## src/t1ra_pkg.sv

```systemverilog
// Constants for the T1 receive alarm and status block
//
// Contract
// - Jitter-limit flag sets when buffer fill is within 4 bits of its limit.
// - Receive-clock-loss flag sets after 2 to 4 us without clock transition.
// - Framer carrier loss: 192 zeros set; 14 ones in 112 bits clear.
// - Receive level reports a two-bit code for four level bands.
// - Low three receive information bits are unassigned; host ignores them.
// - Blue sets on five or fewer zeros in 3 ms; six or more clear.
// - Blue survives 1e-3 errors and ignores framed all ones.
// - Bit-2 yellow: 254 of 256 channel bit 2 zero sets; fewer clears.
// - Twelfth F-bit yellow: two ones in a row set, two zeros clear.
// - ESF yellow: 16 consecutive 00FF sets; 14 or fewer of 16 clears.
// - Line carrier loss: 192 zeros set; 14 ones in 112 from first one clear.
// - Mask write refreshes only ones positions; zero positions hold value.
// - Any alarm change, either direction, pulls the interrupt low.
// - A multiframe event pulls the interrupt low.
// - Reading the causing register releases the interrupt if nothing pends.
package t1ra_pkg;
	localparam logic [7:0] ADDR_RX_INFO = 8'h10;
	localparam logic [7:0] ADDR_ALARM = 8'h20;
	localparam logic [7:0] ADDR_EVENT = 8'h21;
	// Receive information register fields
	localparam int RI_LEVEL_LO = 6;
	localparam int RI_JITTER = 5;
	localparam int RI_CLK_LOSS = 4;
	localparam int RI_FRAMER_LOSS = 3;
	// Alarm status register fields
	localparam int AS_BLUE = 3;
	localparam int AS_YELLOW = 2;
	localparam int AS_LINE_LOSS = 1;
	localparam int AS_SYNC_LOSS = 0;
	// Event status register fields
	localparam int ES_RX_MF = 7;
	localparam int ES_TX_MF = 6;
	localparam logic [7:0] REG_RESET = 8'h00;
	// Timing
	localparam int CLK_MHZ = 200;
	localparam int CLK_LOSS_NS = 2000;
	localparam int CLK_LOSS_CYC = (CLK_LOSS_NS * CLK_MHZ + 999) / 1000;
	localparam int BLUE_WINDOW_US = 3000;
	localparam int BLUE_WINDOW_CYC = BLUE_WINDOW_US * CLK_MHZ;
	localparam int BLUE_ZERO_MAX = 5;
	// Alarm thresholds
	localparam int JITTER_MARGIN = 4;
	localparam int CARRIER_ZERO_RUN = 192;
	localparam int CARRIER_WINDOW = 112;
	localparam int CARRIER_ONES = 14;
	localparam int D4_CHANNELS = 256;
	localparam int D4_ZERO_SET = 254;
	localparam int ESF_RUN = 16;
	localparam int ESF_CLEAR_MAX = 14;
	localparam logic [15:0] ESF_YELLOW_WORD = 16'h00ff;
endpackage

```

## src/t1ra_top.sv

```systemverilog
// T1 receive alarm detection and polled status registers
`timescale 1ns/1ps
module t1ra_top #(
	parameter int BLUE_WINDOW = t1ra_pkg::BLUE_WINDOW_CYC,
	parameter int JA_DEPTH = 32,
	parameter int JA_W = 8
) (
	input wire logic clk,
	input wire logic rstn,
	input wire logic rx_clock_in,
	input wire logic rx_positive_in,
	input wire logic rx_negative_in,
	input wire logic rx_level_hi,
	input wire logic rx_level_lo,
	input wire logic line_bit_valid,
	input wire logic line_bit,
	input wire logic [JA_W-1:0] jitter_fill,
	input wire logic rx_sync_loss_flag,
	input wire logic esf_mode,
	input wire logic yellow_mode_select,
	input wire logic chan_valid,
	input wire logic chan_bit2,
	input wire logic fbit12_valid,
	input wire logic fbit12,
	input wire logic fdl_word_valid,
	input wire logic [15:0] fdl_word,
	input wire logic rx_mf_pulse,
	input wire logic tx_mf_pulse,
	input wire logic [7:0] host_addr,
	input wire logic [7:0] host_wdata,
	input wire logic host_wr,
	input wire logic host_rd,
	output logic [7:0] host_rdata,
	output logic int_n
);
	localparam int NSYNC = 5;
	localparam int BW = $clog2(BLUE_WINDOW + 1);

	// Pin synchronisers: clock, pos, neg, level hi, level lo
	logic [NSYNC-1:0] pin_raw, sync1, sync2;
	logic rclk_prev;
	assign pin_raw = {rx_clock_in, rx_positive_in, rx_negative_in,
		rx_level_hi, rx_level_lo};
	genvar gi;
	generate
		for (gi = 0; gi < NSYNC; gi++) begin : g_sync
			always_ff @(posedge clk or negedge rstn) begin
				if (!rstn) begin
					sync1[gi] <= 1'b0;
					sync2[gi] <= 1'b0;
				end else begin
					sync1[gi] <= pin_raw[gi];
					sync2[gi] <= sync1[gi];
				end
			end
		end
	endgenerate

	logic rclk_s, rclk_rise, rclk_edge, rx_bit;
	assign rclk_s = sync2[4];
	assign rclk_rise = rclk_s & ~rclk_prev;
	assign rclk_edge = rclk_s ^ rclk_prev;
	assign rx_bit = sync2[3] | sync2[2];

	// Receive clock loss and jitter limit
	logic [15:0] idle_cnt, next_idle_cnt;
	logic clk_loss, next_clk_loss, jitter_limit_flag;
	assign jitter_limit_flag = jitter_fill >= JA_W'(JA_DEPTH - t1ra_pkg::JITTER_MARGIN);
	always_comb begin
		next_idle_cnt = idle_cnt;
		next_clk_loss = clk_loss;
		if (rclk_edge) begin
			next_idle_cnt = 16'h0000;
			next_clk_loss = 1'b0;
		end else if (idle_cnt != 16'(t1ra_pkg::CLK_LOSS_CYC)) begin
			next_idle_cnt = idle_cnt + 16'h0001;
		end else begin
			next_clk_loss = 1'b1;
		end
	end

	// Blue alarm: zero count over a fixed window of time
	logic [BW-1:0] blue_cnt, next_blue_cnt;
	logic [2:0] blue_zeros, next_blue_zeros;
	logic blue, next_blue;
	always_comb begin
		next_blue_cnt = blue_cnt + BW'(1);
		next_blue_zeros = blue_zeros;
		next_blue = blue;
		if (rclk_rise && !rx_bit && blue_zeros <= 3'(t1ra_pkg::BLUE_ZERO_MAX))
			next_blue_zeros = blue_zeros + 3'h1;
		if (blue_cnt == BW'(BLUE_WINDOW - 1)) begin
			// Framing zeros keep a framed all-ones signal above the limit
			next_blue = next_blue_zeros <= 3'(t1ra_pkg::BLUE_ZERO_MAX);
			next_blue_cnt = '0;
			next_blue_zeros = 3'h0;
		end
	end

	// Yellow alarm detectors, one per mode
	logic [7:0] ch_cnt, next_ch_cnt;
	logic [8:0] ch_zeros, next_ch_zeros;
	logic y_d4, next_y_d4, f12_prev, next_f12_prev, y_f12, next_y_f12;
	logic [4:0] esf_run, next_esf_run, esf_hits, next_esf_hits;
	logic [3:0] esf_win, next_esf_win;
	logic y_esf, next_y_esf, esf_hit, yellow;
	assign esf_hit = fdl_word == t1ra_pkg::ESF_YELLOW_WORD;
	always_comb begin
		next_ch_cnt = ch_cnt;
		next_ch_zeros = ch_zeros;
		next_y_d4 = y_d4;
		if (chan_valid) begin
			next_ch_cnt = ch_cnt + 8'h01;
			next_ch_zeros = ch_zeros + {8'h00, ~chan_bit2};
			if (ch_cnt == 8'(t1ra_pkg::D4_CHANNELS - 1)) begin
				next_y_d4 = next_ch_zeros >= 9'(t1ra_pkg::D4_ZERO_SET);
				next_ch_zeros = 9'h000;
			end
		end
		next_f12_prev = f12_prev;
		next_y_f12 = y_f12;
		if (fbit12_valid) begin
			next_f12_prev = fbit12;
			if (fbit12 == f12_prev)
				next_y_f12 = fbit12;
		end
		next_esf_run = esf_run;
		next_esf_hits = esf_hits;
		next_esf_win = esf_win;
		next_y_esf = y_esf;
		if (fdl_word_valid) begin
			next_esf_win = esf_win + 4'h1;
			next_esf_hits = esf_hits + {4'h0, esf_hit};
			if (!esf_hit)
				next_esf_run = 5'h00;
			else if (esf_run != 5'(t1ra_pkg::ESF_RUN))
				next_esf_run = esf_run + 5'h01;
			if (next_esf_run == 5'(t1ra_pkg::ESF_RUN))
				next_y_esf = 1'b1;
			if (esf_win == 4'(t1ra_pkg::ESF_RUN - 1)) begin
				if (next_esf_hits <= 5'(t1ra_pkg::ESF_CLEAR_MAX))
					next_y_esf = 1'b0;
				next_esf_hits = 5'h00;
			end
		end
	end
	assign yellow = esf_mode ? y_esf : (yellow_mode_select ? y_f12 : y_d4);

	// Carrier loss on framer pins and on line data
	logic framer_carrier_loss_flag, line_carrier_loss_flag;
	t1ra_carrier_mon u_framer_mon (
		.clk(clk),
		.rstn(rstn),
		.bit_valid(rclk_rise),
		.bit_one(rx_bit),
		.loss(framer_carrier_loss_flag)
	);
	t1ra_carrier_mon u_line_mon (
		.clk(clk),
		.rstn(rstn),
		.bit_valid(line_bit_valid),
		.bit_one(line_bit),
		.loss(line_carrier_loss_flag)
	);

	// Host status registers
	logic [7:0] ri_live, as_live, es_live;
	logic [7:0] ri_q, as_q, es_q, next_ri_q, next_as_q, next_es_q;
	logic [1:0] mf_sticky, next_mf_sticky, mf_pend, next_mf_pend;
	logic [3:0] alarm_prev, alarm_now, al_pend, next_al_pend;
	logic [7:0] next_rdata;
	logic wr_ri, wr_as, wr_es, rd_as, rd_es;
	assign wr_ri = host_wr && host_addr == t1ra_pkg::ADDR_RX_INFO;
	assign wr_as = host_wr && host_addr == t1ra_pkg::ADDR_ALARM;
	assign wr_es = host_wr && host_addr == t1ra_pkg::ADDR_EVENT;
	assign rd_as = host_rd && host_addr == t1ra_pkg::ADDR_ALARM;
	assign rd_es = host_rd && host_addr == t1ra_pkg::ADDR_EVENT;
	assign alarm_now = {blue, yellow, line_carrier_loss_flag, rx_sync_loss_flag};

	always_comb begin
		ri_live = t1ra_pkg::REG_RESET;
		ri_live[t1ra_pkg::RI_LEVEL_LO +: 2] = {sync2[1], sync2[0]};
		ri_live[t1ra_pkg::RI_JITTER] = jitter_limit_flag;
		ri_live[t1ra_pkg::RI_CLK_LOSS] = clk_loss;
		ri_live[t1ra_pkg::RI_FRAMER_LOSS] = framer_carrier_loss_flag;
		as_live = t1ra_pkg::REG_RESET;
		as_live[t1ra_pkg::AS_SYNC_LOSS +: 4] = alarm_now;
		es_live = t1ra_pkg::REG_RESET;
		es_live[t1ra_pkg::ES_TX_MF +: 2] = mf_sticky;
		next_ri_q = wr_ri ? (ri_q & ~host_wdata) | (ri_live & host_wdata)
			: ri_q;
		next_as_q = wr_as ? (as_q & ~host_wdata) | (as_live & host_wdata)
			: as_q;
		next_es_q = wr_es ? (es_q & ~host_wdata) | (es_live & host_wdata)
			: es_q;
		// A mask write hands the events over; a new event still wins
		next_mf_sticky = mf_sticky;
		if (wr_es)
			next_mf_sticky = mf_sticky & ~host_wdata[t1ra_pkg::ES_TX_MF +: 2];
		next_mf_sticky = next_mf_sticky | {rx_mf_pulse, tx_mf_pulse};
		next_al_pend = rd_as ? 4'h0 : al_pend;
		next_al_pend = next_al_pend | (alarm_now ^ alarm_prev);
		next_mf_pend = rd_es ? 2'h0 : mf_pend;
		next_mf_pend = next_mf_pend | {rx_mf_pulse, tx_mf_pulse};
		case (host_addr)
			t1ra_pkg::ADDR_RX_INFO: next_rdata = ri_q;
			t1ra_pkg::ADDR_ALARM: next_rdata = as_q;
			t1ra_pkg::ADDR_EVENT: next_rdata = es_q;
			default: next_rdata = t1ra_pkg::REG_RESET;
		endcase
		if (!host_rd)
			next_rdata = host_rdata;
	end
	// Blue is only trustworthy when sync loss is also set
	assign int_n = ~(|al_pend | |mf_pend);

	// Receive clock edge and idle counter state
	always_ff @(posedge clk or negedge rstn) begin
		if (!rstn) begin
			rclk_prev <= 1'b0;
			idle_cnt <= 16'h0000;
			clk_loss <= 1'b0;
		end else begin
			rclk_prev <= rclk_s;
			idle_cnt <= next_idle_cnt;
			clk_loss <= next_clk_loss;
		end
	end

	// Blue window state
	always_ff @(posedge clk or negedge rstn) begin
		if (!rstn) begin
			blue_cnt <= '0;
			blue_zeros <= 3'h0;
			blue <= 1'b0;
		end else begin
			blue_cnt <= next_blue_cnt;
			blue_zeros <= next_blue_zeros;
			blue <= next_blue;
		end
	end

	// Yellow detector state
	always_ff @(posedge clk or negedge rstn) begin
		if (!rstn) begin
			ch_cnt <= 8'h00;
			ch_zeros <= 9'h000;
			y_d4 <= 1'b0;
			f12_prev <= 1'b0;
			y_f12 <= 1'b0;
			esf_run <= 5'h00;
			esf_hits <= 5'h00;
			esf_win <= 4'h0;
			y_esf <= 1'b0;
		end else begin
			ch_cnt <= next_ch_cnt;
			ch_zeros <= next_ch_zeros;
			y_d4 <= next_y_d4;
			f12_prev <= next_f12_prev;
			y_f12 <= next_y_f12;
			esf_run <= next_esf_run;
			esf_hits <= next_esf_hits;
			esf_win <= next_esf_win;
			y_esf <= next_y_esf;
		end
	end

	// Host snapshots, sticky events and pending interrupts
	always_ff @(posedge clk or negedge rstn) begin
		if (!rstn) begin
			ri_q <= t1ra_pkg::REG_RESET;
			as_q <= t1ra_pkg::REG_RESET;
			es_q <= t1ra_pkg::REG_RESET;
			mf_sticky <= 2'h0;
			mf_pend <= 2'h0;
			al_pend <= 4'h0;
			alarm_prev <= 4'h0;
			host_rdata <= t1ra_pkg::REG_RESET;
		end else begin
			ri_q <= next_ri_q;
			as_q <= next_as_q;
			es_q <= next_es_q;
			mf_sticky <= next_mf_sticky;
			mf_pend <= next_mf_pend;
			al_pend <= next_al_pend;
			alarm_prev <= alarm_now;
			host_rdata <= next_rdata;
		end
	end
endmodule

```

## src/t1ra_carrier_mon.sv

```systemverilog
// Carrier loss monitor: zero-run set, ones-in-window clear
`timescale 1ns/1ps
module t1ra_carrier_mon #(
	parameter int ZERO_RUN = t1ra_pkg::CARRIER_ZERO_RUN,
	parameter int WINDOW = t1ra_pkg::CARRIER_WINDOW,
	parameter int ONES = t1ra_pkg::CARRIER_ONES
) (
	input wire logic clk,
	input wire logic rstn,
	input wire logic bit_valid,
	input wire logic bit_one,
	output logic loss
);
	logic [7:0] zero_cnt, next_zero_cnt;
	logic [7:0] win_cnt, next_win_cnt;
	logic [7:0] ones_cnt, next_ones_cnt;
	logic active, next_active, next_loss;

	always_comb begin
		next_zero_cnt = zero_cnt;
		next_win_cnt = win_cnt;
		next_ones_cnt = ones_cnt;
		next_active = active;
		next_loss = loss;
		if (bit_valid) begin
			if (bit_one)
				next_zero_cnt = 8'h00;
			else if (zero_cnt != 8'(ZERO_RUN))
				next_zero_cnt = zero_cnt + 8'h01;
			if (!loss) begin
				if (!bit_one && zero_cnt == 8'(ZERO_RUN - 1)) begin
					next_loss = 1'b1;
					next_active = 1'b0;
				end
			end else if (!active) begin
				// Clear window opens at the first one received
				if (bit_one) begin
					next_active = 1'b1;
					next_win_cnt = 8'h01;
					next_ones_cnt = 8'h01;
				end
			end else begin
				next_win_cnt = win_cnt + 8'h01;
				next_ones_cnt = ones_cnt + {7'h00, bit_one};
				if (next_ones_cnt >= 8'(ONES)) begin
					next_loss = 1'b0;
					next_active = 1'b0;
				end else if (win_cnt == 8'(WINDOW - 1)) begin
					next_active = 1'b0;
				end
			end
		end
	end

	always_ff @(posedge clk or negedge rstn) begin
		if (!rstn) begin
			zero_cnt <= 8'h00;
			win_cnt <= 8'h00;
			ones_cnt <= 8'h00;
			active <= 1'b0;
			loss <= 1'b0;
		end else begin
			zero_cnt <= next_zero_cnt;
			win_cnt <= next_win_cnt;
			ones_cnt <= next_ones_cnt;
			active <= next_active;
			loss <= next_loss;
		end
	end
endmodule

```

## config.mk

```make
export PLATFORM = sky130hd
export DESIGN_NAME = t1ra_top
export DESIGN_NICKNAME = d
export VERILOG_FILES = /design/src/t1ra_pkg.sv /design/src/t1ra_top.sv /design/src/t1ra_carrier_mon.sv
export SDC_FILE = /design/constraint.sdc
export NUM_CORES = 1
export LEC_CHECK = 0
export ABC_AREA = 1
export CORE_MARGIN = 2
export CORE_UTILIZATION = 45
export DETAILED_ROUTE_END_ITERATION = 7
export DONT_BUFFER_PORTS = 1
export PLACE_DENSITY_LB_ADDON = 0.15
export SYNTH_ARGS = -nofsm -noshare
export SYNTH_HDL_FRONTEND = slang
export SYNTH_SLANG_ARGS = --single-unit
export TNS_END_PERCENT = 30
```

## constraint.sdc

```tcl
create_clock -name clk -period 2.7 [get_ports clk]
set_input_delay 0.135 -clock clk [delete_from_list [all_inputs] [get_ports clk]]
set_output_delay 0.135 -clock clk [all_outputs]
set_load 0.01 [all_outputs]
```

==> impl_metrics.tcl, run 1 <==
set metrics [dict create \
    cts-buffers-inserted 17 \
    antenna_found_initial 0 \
    syn_inst 1111 \
    cp.arrival_ps 2360 \
    setup_tns_ps 0 \
    period_needed_ps 2040 \
    maxSlewHeadroom 0.541 \
    synth_enable_flop_cells 0 \
    cp-start-kind "flip-flop" \
    rsz0062_at_grt "false" \
    crit_buf_inv 3 \
    r2r_slack_ps 660 \
    path_max_fanout 7 \
    finalSetupViolCount 0 \
    utilization 0.516 \
    drt_wl_total_um 18600 \
    worst_path_largest_cell_delay_ps 470 \
    synthArstFlopShare 1.00 \
    die-area_um2 21600 \
    wl_per_cell_um 13.0 \
    finalHoldViolCount 183 \
    reg2reg_to "u_framer_mon.win_cnt[7]" \
    first_iter_violations 293 \
    initial_core_util 0.457 \
    post-route-period-util 0.757 \
    dr_total_vias 7156 \
    status "finished, violations left" \
    syn_area_per_cell_um2 8.29 \
    synth_area_leaders "dfrtp_1, nand2_1, inv_1" \
    ant_nets 0 \
    maxSlewViolCount 0 \
    hp-class "in -> async" \
    cts_root_buffer "clkbuf_16" \
    cpMaxStageDelayCell "a21oi_1" \
    synth-xor-area-share 0.0418 \
    synth_seq_cells 183 \
    yosys_warnings 0 \
    maxCapViolations 0 \
    grt_use_total 0.181 \
    fin_area_um2 10400 \
    worst_slew_pin_slew_ps 686 \
    critical_path_required_ps 3010 \
    yosys.area_share.simple 0.270 \
    postCtsSetupBuffers 0 \
    ctsHoldBuffers 28 \
    synth_nets 1195 \
    fin_skew_ps 8.11 \
    clock_path_buffers 2 \
    clock.fmax_ghz 0.489 \
    cp_cell_sequence "inv_1 > ha_1 > nand2_1 > a21oi_1 > inv_1 > nor2_1 > inv_1 > o21ai_0 > a21oi_1" \
    synthToLayoutAreaGrowth_pct 13.0 \
    fin_nets 1231 \
    placed_area_um2 9500 \
    synth_top_area_share 0.497 \
    diodes 0 \
    io_buffer_count 0 \
    vias_per_cell 5.01 \
    grt_max_degree 184 \
    synth_top_flop_cell "dfrtp_1" \
    synthMuxAreaShare 0 \
    grt_pass1_vias 6875 \
    crit_path_end_kind "flip-flop" \
    hold_ws_ps -609 \
    route.detailed.drc 0 \
    ys_seq_area_frac 0.497 \
    path_clk_slew_ps 70 \
    power_density_nw_per_um2 650 \
    crit_start "rclk_prev" \
    htreeDepth 4 \
    place_congestion 0.822 \
    ir_drop_v 0.000404 \
    fp.coreArea_um2 20200 \
    netlist_area_um2 9210 \
    numClockSinks 183 \
    synth_compound_area_frac 0.0864 \
    synth_area_leader_cell "dfrtp_1" \
    dr.pass1.iters 5 \
    violations "negative hold slack" \
    crit_path_frequent_cell "inv_1" \
    row_count 52 \
    die_h_um 147 \
    clk_latency_ps 430 \
    critical-path-top-delay-family "compound AO/OA/AOI/OAI gates" \
    synth_cell_types 46 \
    synth_top_family_by_area "simple AND/OR/NAND/NOR gates" \
    die_w_um 147 \
    r2r_cells 9 \
    dpl.hpwl_um 12500 \
    pin_count 70 \
    synth_adder_area_share 0.0312 \
    grt_overflow_total 0 \
    tritoncts "done" \
    final_layout_size_suffix_gt1_frac 0.0578 \
    p_leak_nw 5.09 \
    regToRegStartpoint "rclk_prev" \
    worst-setup-path-type "reg -> reg" \
    cts_resized 0 \
    grt_pass1_wl_um 32300 \
]
-- worst reg2reg max path, stage by stage (launching register included) --
cell and delay (ps):
dfrtp_1 360, inv_1 60, ha_1 240, nand2_1 90, a21oi_1 470, inv_1 210, nor2_1 210, inv_1 140
o21ai_0 110, a21oi_1 60
-- power by group --
part	total [mW]	switching (mW)	leakage (nW)	internal, mW
clock	2.65	1.08	0.299	1.57
combinational	0.810	0.462	2.40	0.348
sequential	3.31	0.259	2.39	3.05
-- area by class of cell --
cell class                 instances  area, um2
clock inverter                    12        176
timing repair buffer              31        303
inverter                         161        604
sequential                       183       4580
multi-input combinational        753       3960
fill                            1922       9770
clock buffer                      19        443
tap                              270        338
-- cells in the mapped netlist, drive strengths merged (3+ instances only) --
cell type and count:
a21oi 31, nand3 99, nand3b 4, o21bai 4, xnor2 7, or2 6
dfrtp 183, buf 10, nand2 271, o22ai 12, ha 23, o21ai 68
inv 160, clkbuf 4, nor2 95, nor4 9, xor2 37, nor3b 4
nand4 30, nor3 26, o31ai 3, a21boi 11, a32o 3
-- sequential cells by signal, summed over array words and instances, names as in the netlist, 3 cells and up, named ones only --
signal	cells
u_framer_mon.zero_cnt	8
blue_cnt	20
ch_zeros	9
u_framer_mon.win_cnt	8
u_line_mon.zero_cnt	8
esf_run	5
u_framer_mon.ones_cnt	8
es_q	6
blue_zeros	3
idle_cnt	16
esf_hits	5
u_line_mon.win_cnt	8
host_rdata	8
ch_cnt	8
esf_win	4
sync1	5
as_q	4
ri_q	3
alarm_prev	4
u_line_mon.ones_cnt	8
al_pend	4
-- layer usage --
| layer | vias up | global-route usage | part of all wire |
|---|---|---|---|
| li1 | 3683 | - | - |
| met1 | 3338 | 0.248 | 0.49 |
| met2 | 112 | 0.290 | 0.46 |
| met3 | 23 | 0.0398 | 0.038 |
| met4 | 0 | 0.0514 | 0.012 |
| met5 | - | 0 | 0 |
-- worst max-delay path by stage --
stage	end	slack (ps)	cells after the start
6_report	u_framer_mon.win_cnt[7]	660	9
5_1_grt	u_framer_mon.win_cnt[7]	310	9
4_1_cts	u_framer_mon.active	670	13
3_3_place_gp	u_framer_mon.loss	710	13
3_5_place_dp	u_framer_mon.active	690	13
2_1_floorplan	u_framer_mon.loss	990	12
-- cells by family (layout without fill, tap and decap cells) --
group | Yosys count | count (layout)
AO/OA/AOI/OAI | 140 | 140
adder cells (fa/ha/maj) | 23 | 23
AND/OR/NAND/NOR | 546 | 546
buffers and inverters | 175 | 223
XOR/XNOR | 44 | 44
flip-flops | 183 | 183
-- placed cells by master, fill, tap and decap left out, types with 5 or more instances in the layout --
cell           count
xnor2_1            7
dlygate4sd3_1     28
o21ai_0           60
nand2_2            7
inv_1            155
or2_2              5
ha_1              23
nand2_1          263
inv_2              5
a21boi_0           8
nand4_1           30
xor2_1            37
clkbuf_16         17
o22ai_1           12
a21oi_1           31
nor3_1            24
nand3_1           97
nor2_1            87
dfrtp_1          183
nor4_1             7
o21ai_1            8
-- metrics by stage --
step	setup slack, ps	power (mW)	hold WS (ps)	cells
6_report	655	6.77	-609	1429
4_1_cts	668	6.83	-617	1429
2_1_floorplan	988	3.94	-161	1111
3_3_place_gp	711	4.10	-152	1370
5_1_grt	314	7.12	-628	1429
3_5_place_dp	689	4.12	-150	1370
Power figures use the tool's default switching activity.
==> inputs of run 2 (changes only) <==
- clock period: 2.7 -> 2.11 ns (I/O delays scaled with it)
==> impl_metrics.tcl, run 2 (synthesis results as in run 1) <==
set metrics [dict create \
    post-route-period-util 0.864 \
    pin_count 70 \
    clk_latency_ps 420 \
    route.detailed.drc 0 \
    vias_per_cell 4.97 \
    ctsHoldBuffers 32 \
    place_congestion 0.828 \
    fin_area_um2 10500 \
    fp.coreArea_um2 20200 \
    grt_use_total 0.178 \
    final_cell_mix "nand2_1, dfrtp_1, inv_1" \
    dr.pass1.iters 5 \
    first_iter_violations 333 \
    period_needed_ps 1820 \
    worst-setup-path-type "reg -> reg" \
    cp-start-kind "flip-flop" \
    reg_top3 "blue_cnt: 20 flops, idle_cnt: 16 flops, ch_zeros: 9 flops" \
    antenna_found_initial 0 \
    worst_slew_pin_slew_ps 670 \
    fin_nets 1243 \
    die_h_um 147 \
    rsz0062_at_grt "false" \
    tritoncts "done" \
    violations "negative hold slack" \
    placed_area_um2 9550 \
    regToRegStartpoint "sync2[3]" \
    reg2reg_to "u_framer_mon.loss" \
    largest_reg_flops 20 \
    row_count 52 \
    p_leak_nw 5.13 \
    finalHoldViolCount 183 \
    layout_commonest_cell "nand2_1" \
    die-area_um2 21600 \
    crit_cells 13 \
    path_clk_slew_ps 70 \
    grt_pass1_wl_um 31800 \
    critical_path_required_ps 2470 \
    dr_total_vias 7160 \
    power_density_nw_per_um2 811 \
    die_w_um 147 \
    synthToLayoutAreaGrowth_pct 13.6 \
    r2r_cells 13 \
    path_max_fanout 5 \
    final_layout_size_suffix_gt1_frac 0.0607 \
    cts_resized 0 \
    fin_skew_ps 10.9 \
    r2r_slack_ps 290 \
    status "finished, violations left" \
    hp-class "in -> async" \
    grt_overflow_total 0 \
    maxCapViolations 0 \
    cts_root_buffer "clkbuf_16" \
    ir_drop_v 0.000553 \
    cp.arrival_ps 2180 \
    grt_pass1_vias 6843 \
    ant_nets 0 \
    maxSlewHeadroom 0.552 \
    cpMaxStageDelayCell "dfrtp_1" \
    critical-path-top-delay-family "simple AND/OR/NAND/NOR gates" \
    clock_path_buffers 2 \
    numClockSinks 183 \
    crit_path_frequent_cell "nand2_1" \
    clock.fmax_ghz 0.548 \
    htreeDepth 4 \
    drt_wl_total_um 18200 \
    wl_per_cell_um 12.6 \
    report.power.total_mw 8.48 \
    cp_cell_sequence "nor2_4 > inv_2 > ha_1 > ha_1 > nand2_1 > inv_1 > nand3_1 > nand2_1 > inv_1 > nand3_1 > nor2_1 > o21ai_0 > nand2_1" \
    initial_core_util 0.457 \
    finalSetupViolCount 0 \
    crit_path_end_kind "flip-flop" \
    diodes 0 \
    grt_max_degree 184 \
    worst_path_largest_cell_delay_ps 390 \
    io_buffer_count 0 \
    hold_ws_ps -607 \
    regMostFlops "blue_cnt" \
    setup_tns_ps 0 \
    cts-buffers-inserted 17 \
    crit_buf_inv 3 \
    maxSlewViolCount 0 \
    dpl.hpwl_um 12300 \
]
-- run 2: cell types whose count changed in the layout (fill, tap and decap cells not counted), sizes merged --
cell	previous run	this run
clkbuf	19	22
dlygate4sd3	28	32
buf	3	11
bufinv	4	3
clkinv	6	3
-- run 2: worst reg2reg max path, cell delays in order, from the launching register on --
cell	delay, ps
dfrtp_1	390
nor2_4	140
inv_2	70
ha_1	210
ha_1	210
nand2_1	90
inv_1	70
nand3_1	70
nand2_1	50
inv_1	80
nand3_1	80
nor2_1	140
o21ai_0	100
nand2_1	70
-- run 2: timing repair --
action | CTS | global route
setup endpoints to repair | 0 | 2
hold endpoints to repair | 275 | 183
setup buffers | 0 | 2
-- run 2: worst max path at each step --
stage | from | endpoint | slack (ps)
floorplan | sync2[2] | u_framer_mon.loss | 400
global placement | sync2[2] | u_framer_mon.loss | 170
detailed placement | sync2[2] | u_framer_mon.loss | 110
CTS | sync2[2] | u_framer_mon.loss | 110
global route | rclk_prev | u_framer_mon.win_cnt[3] | 60
finish | sync2[3] | u_framer_mon.loss | 290
-- run 2: stage by stage --
step	hold slack, ps	std cells	util	setup slack, ps
5_1_grt	-641	1440	0.519	58.9
4_1_cts	-629	1438	0.518	112
2_1_floorplan	-190	1111	-	398
3_5_place_dp	-179	1376	0.473	112
6_report	-607	1440	0.519	286
3_3_place_gp	-181	1376	0.473	173
-- run 2: layout make-up --
cell class | count | area (um2)
sequential | 183 | 4580
clock inverter | 8 | 124
multi-input combinational | 753 | 3960
timing repair buffer | 43 | 403
tap | 270 | 338
clock buffer | 22 | 454
fill | 1896 | 9710
inverter | 161 | 604
-- run 2: routing by layer --
layer / up-vias / track usage / part of all wire
li1: 3701 / - / -
met4: 0 / 0.0404 / 0.0097
met2: 123 / 0.284 / 0.46
met3: 12 / 0.0382 / 0.036
met1: 3324 / 0.250 / 0.50
met5: - / 0 / 0
-- run 2: where the power goes --
part / switching (mW) / internal [mW]
combinational: 0.601 / 0.460
clock: 1.30 / 1.89
sequential: 0.332 / 3.90
total: 2.24 / 6.25
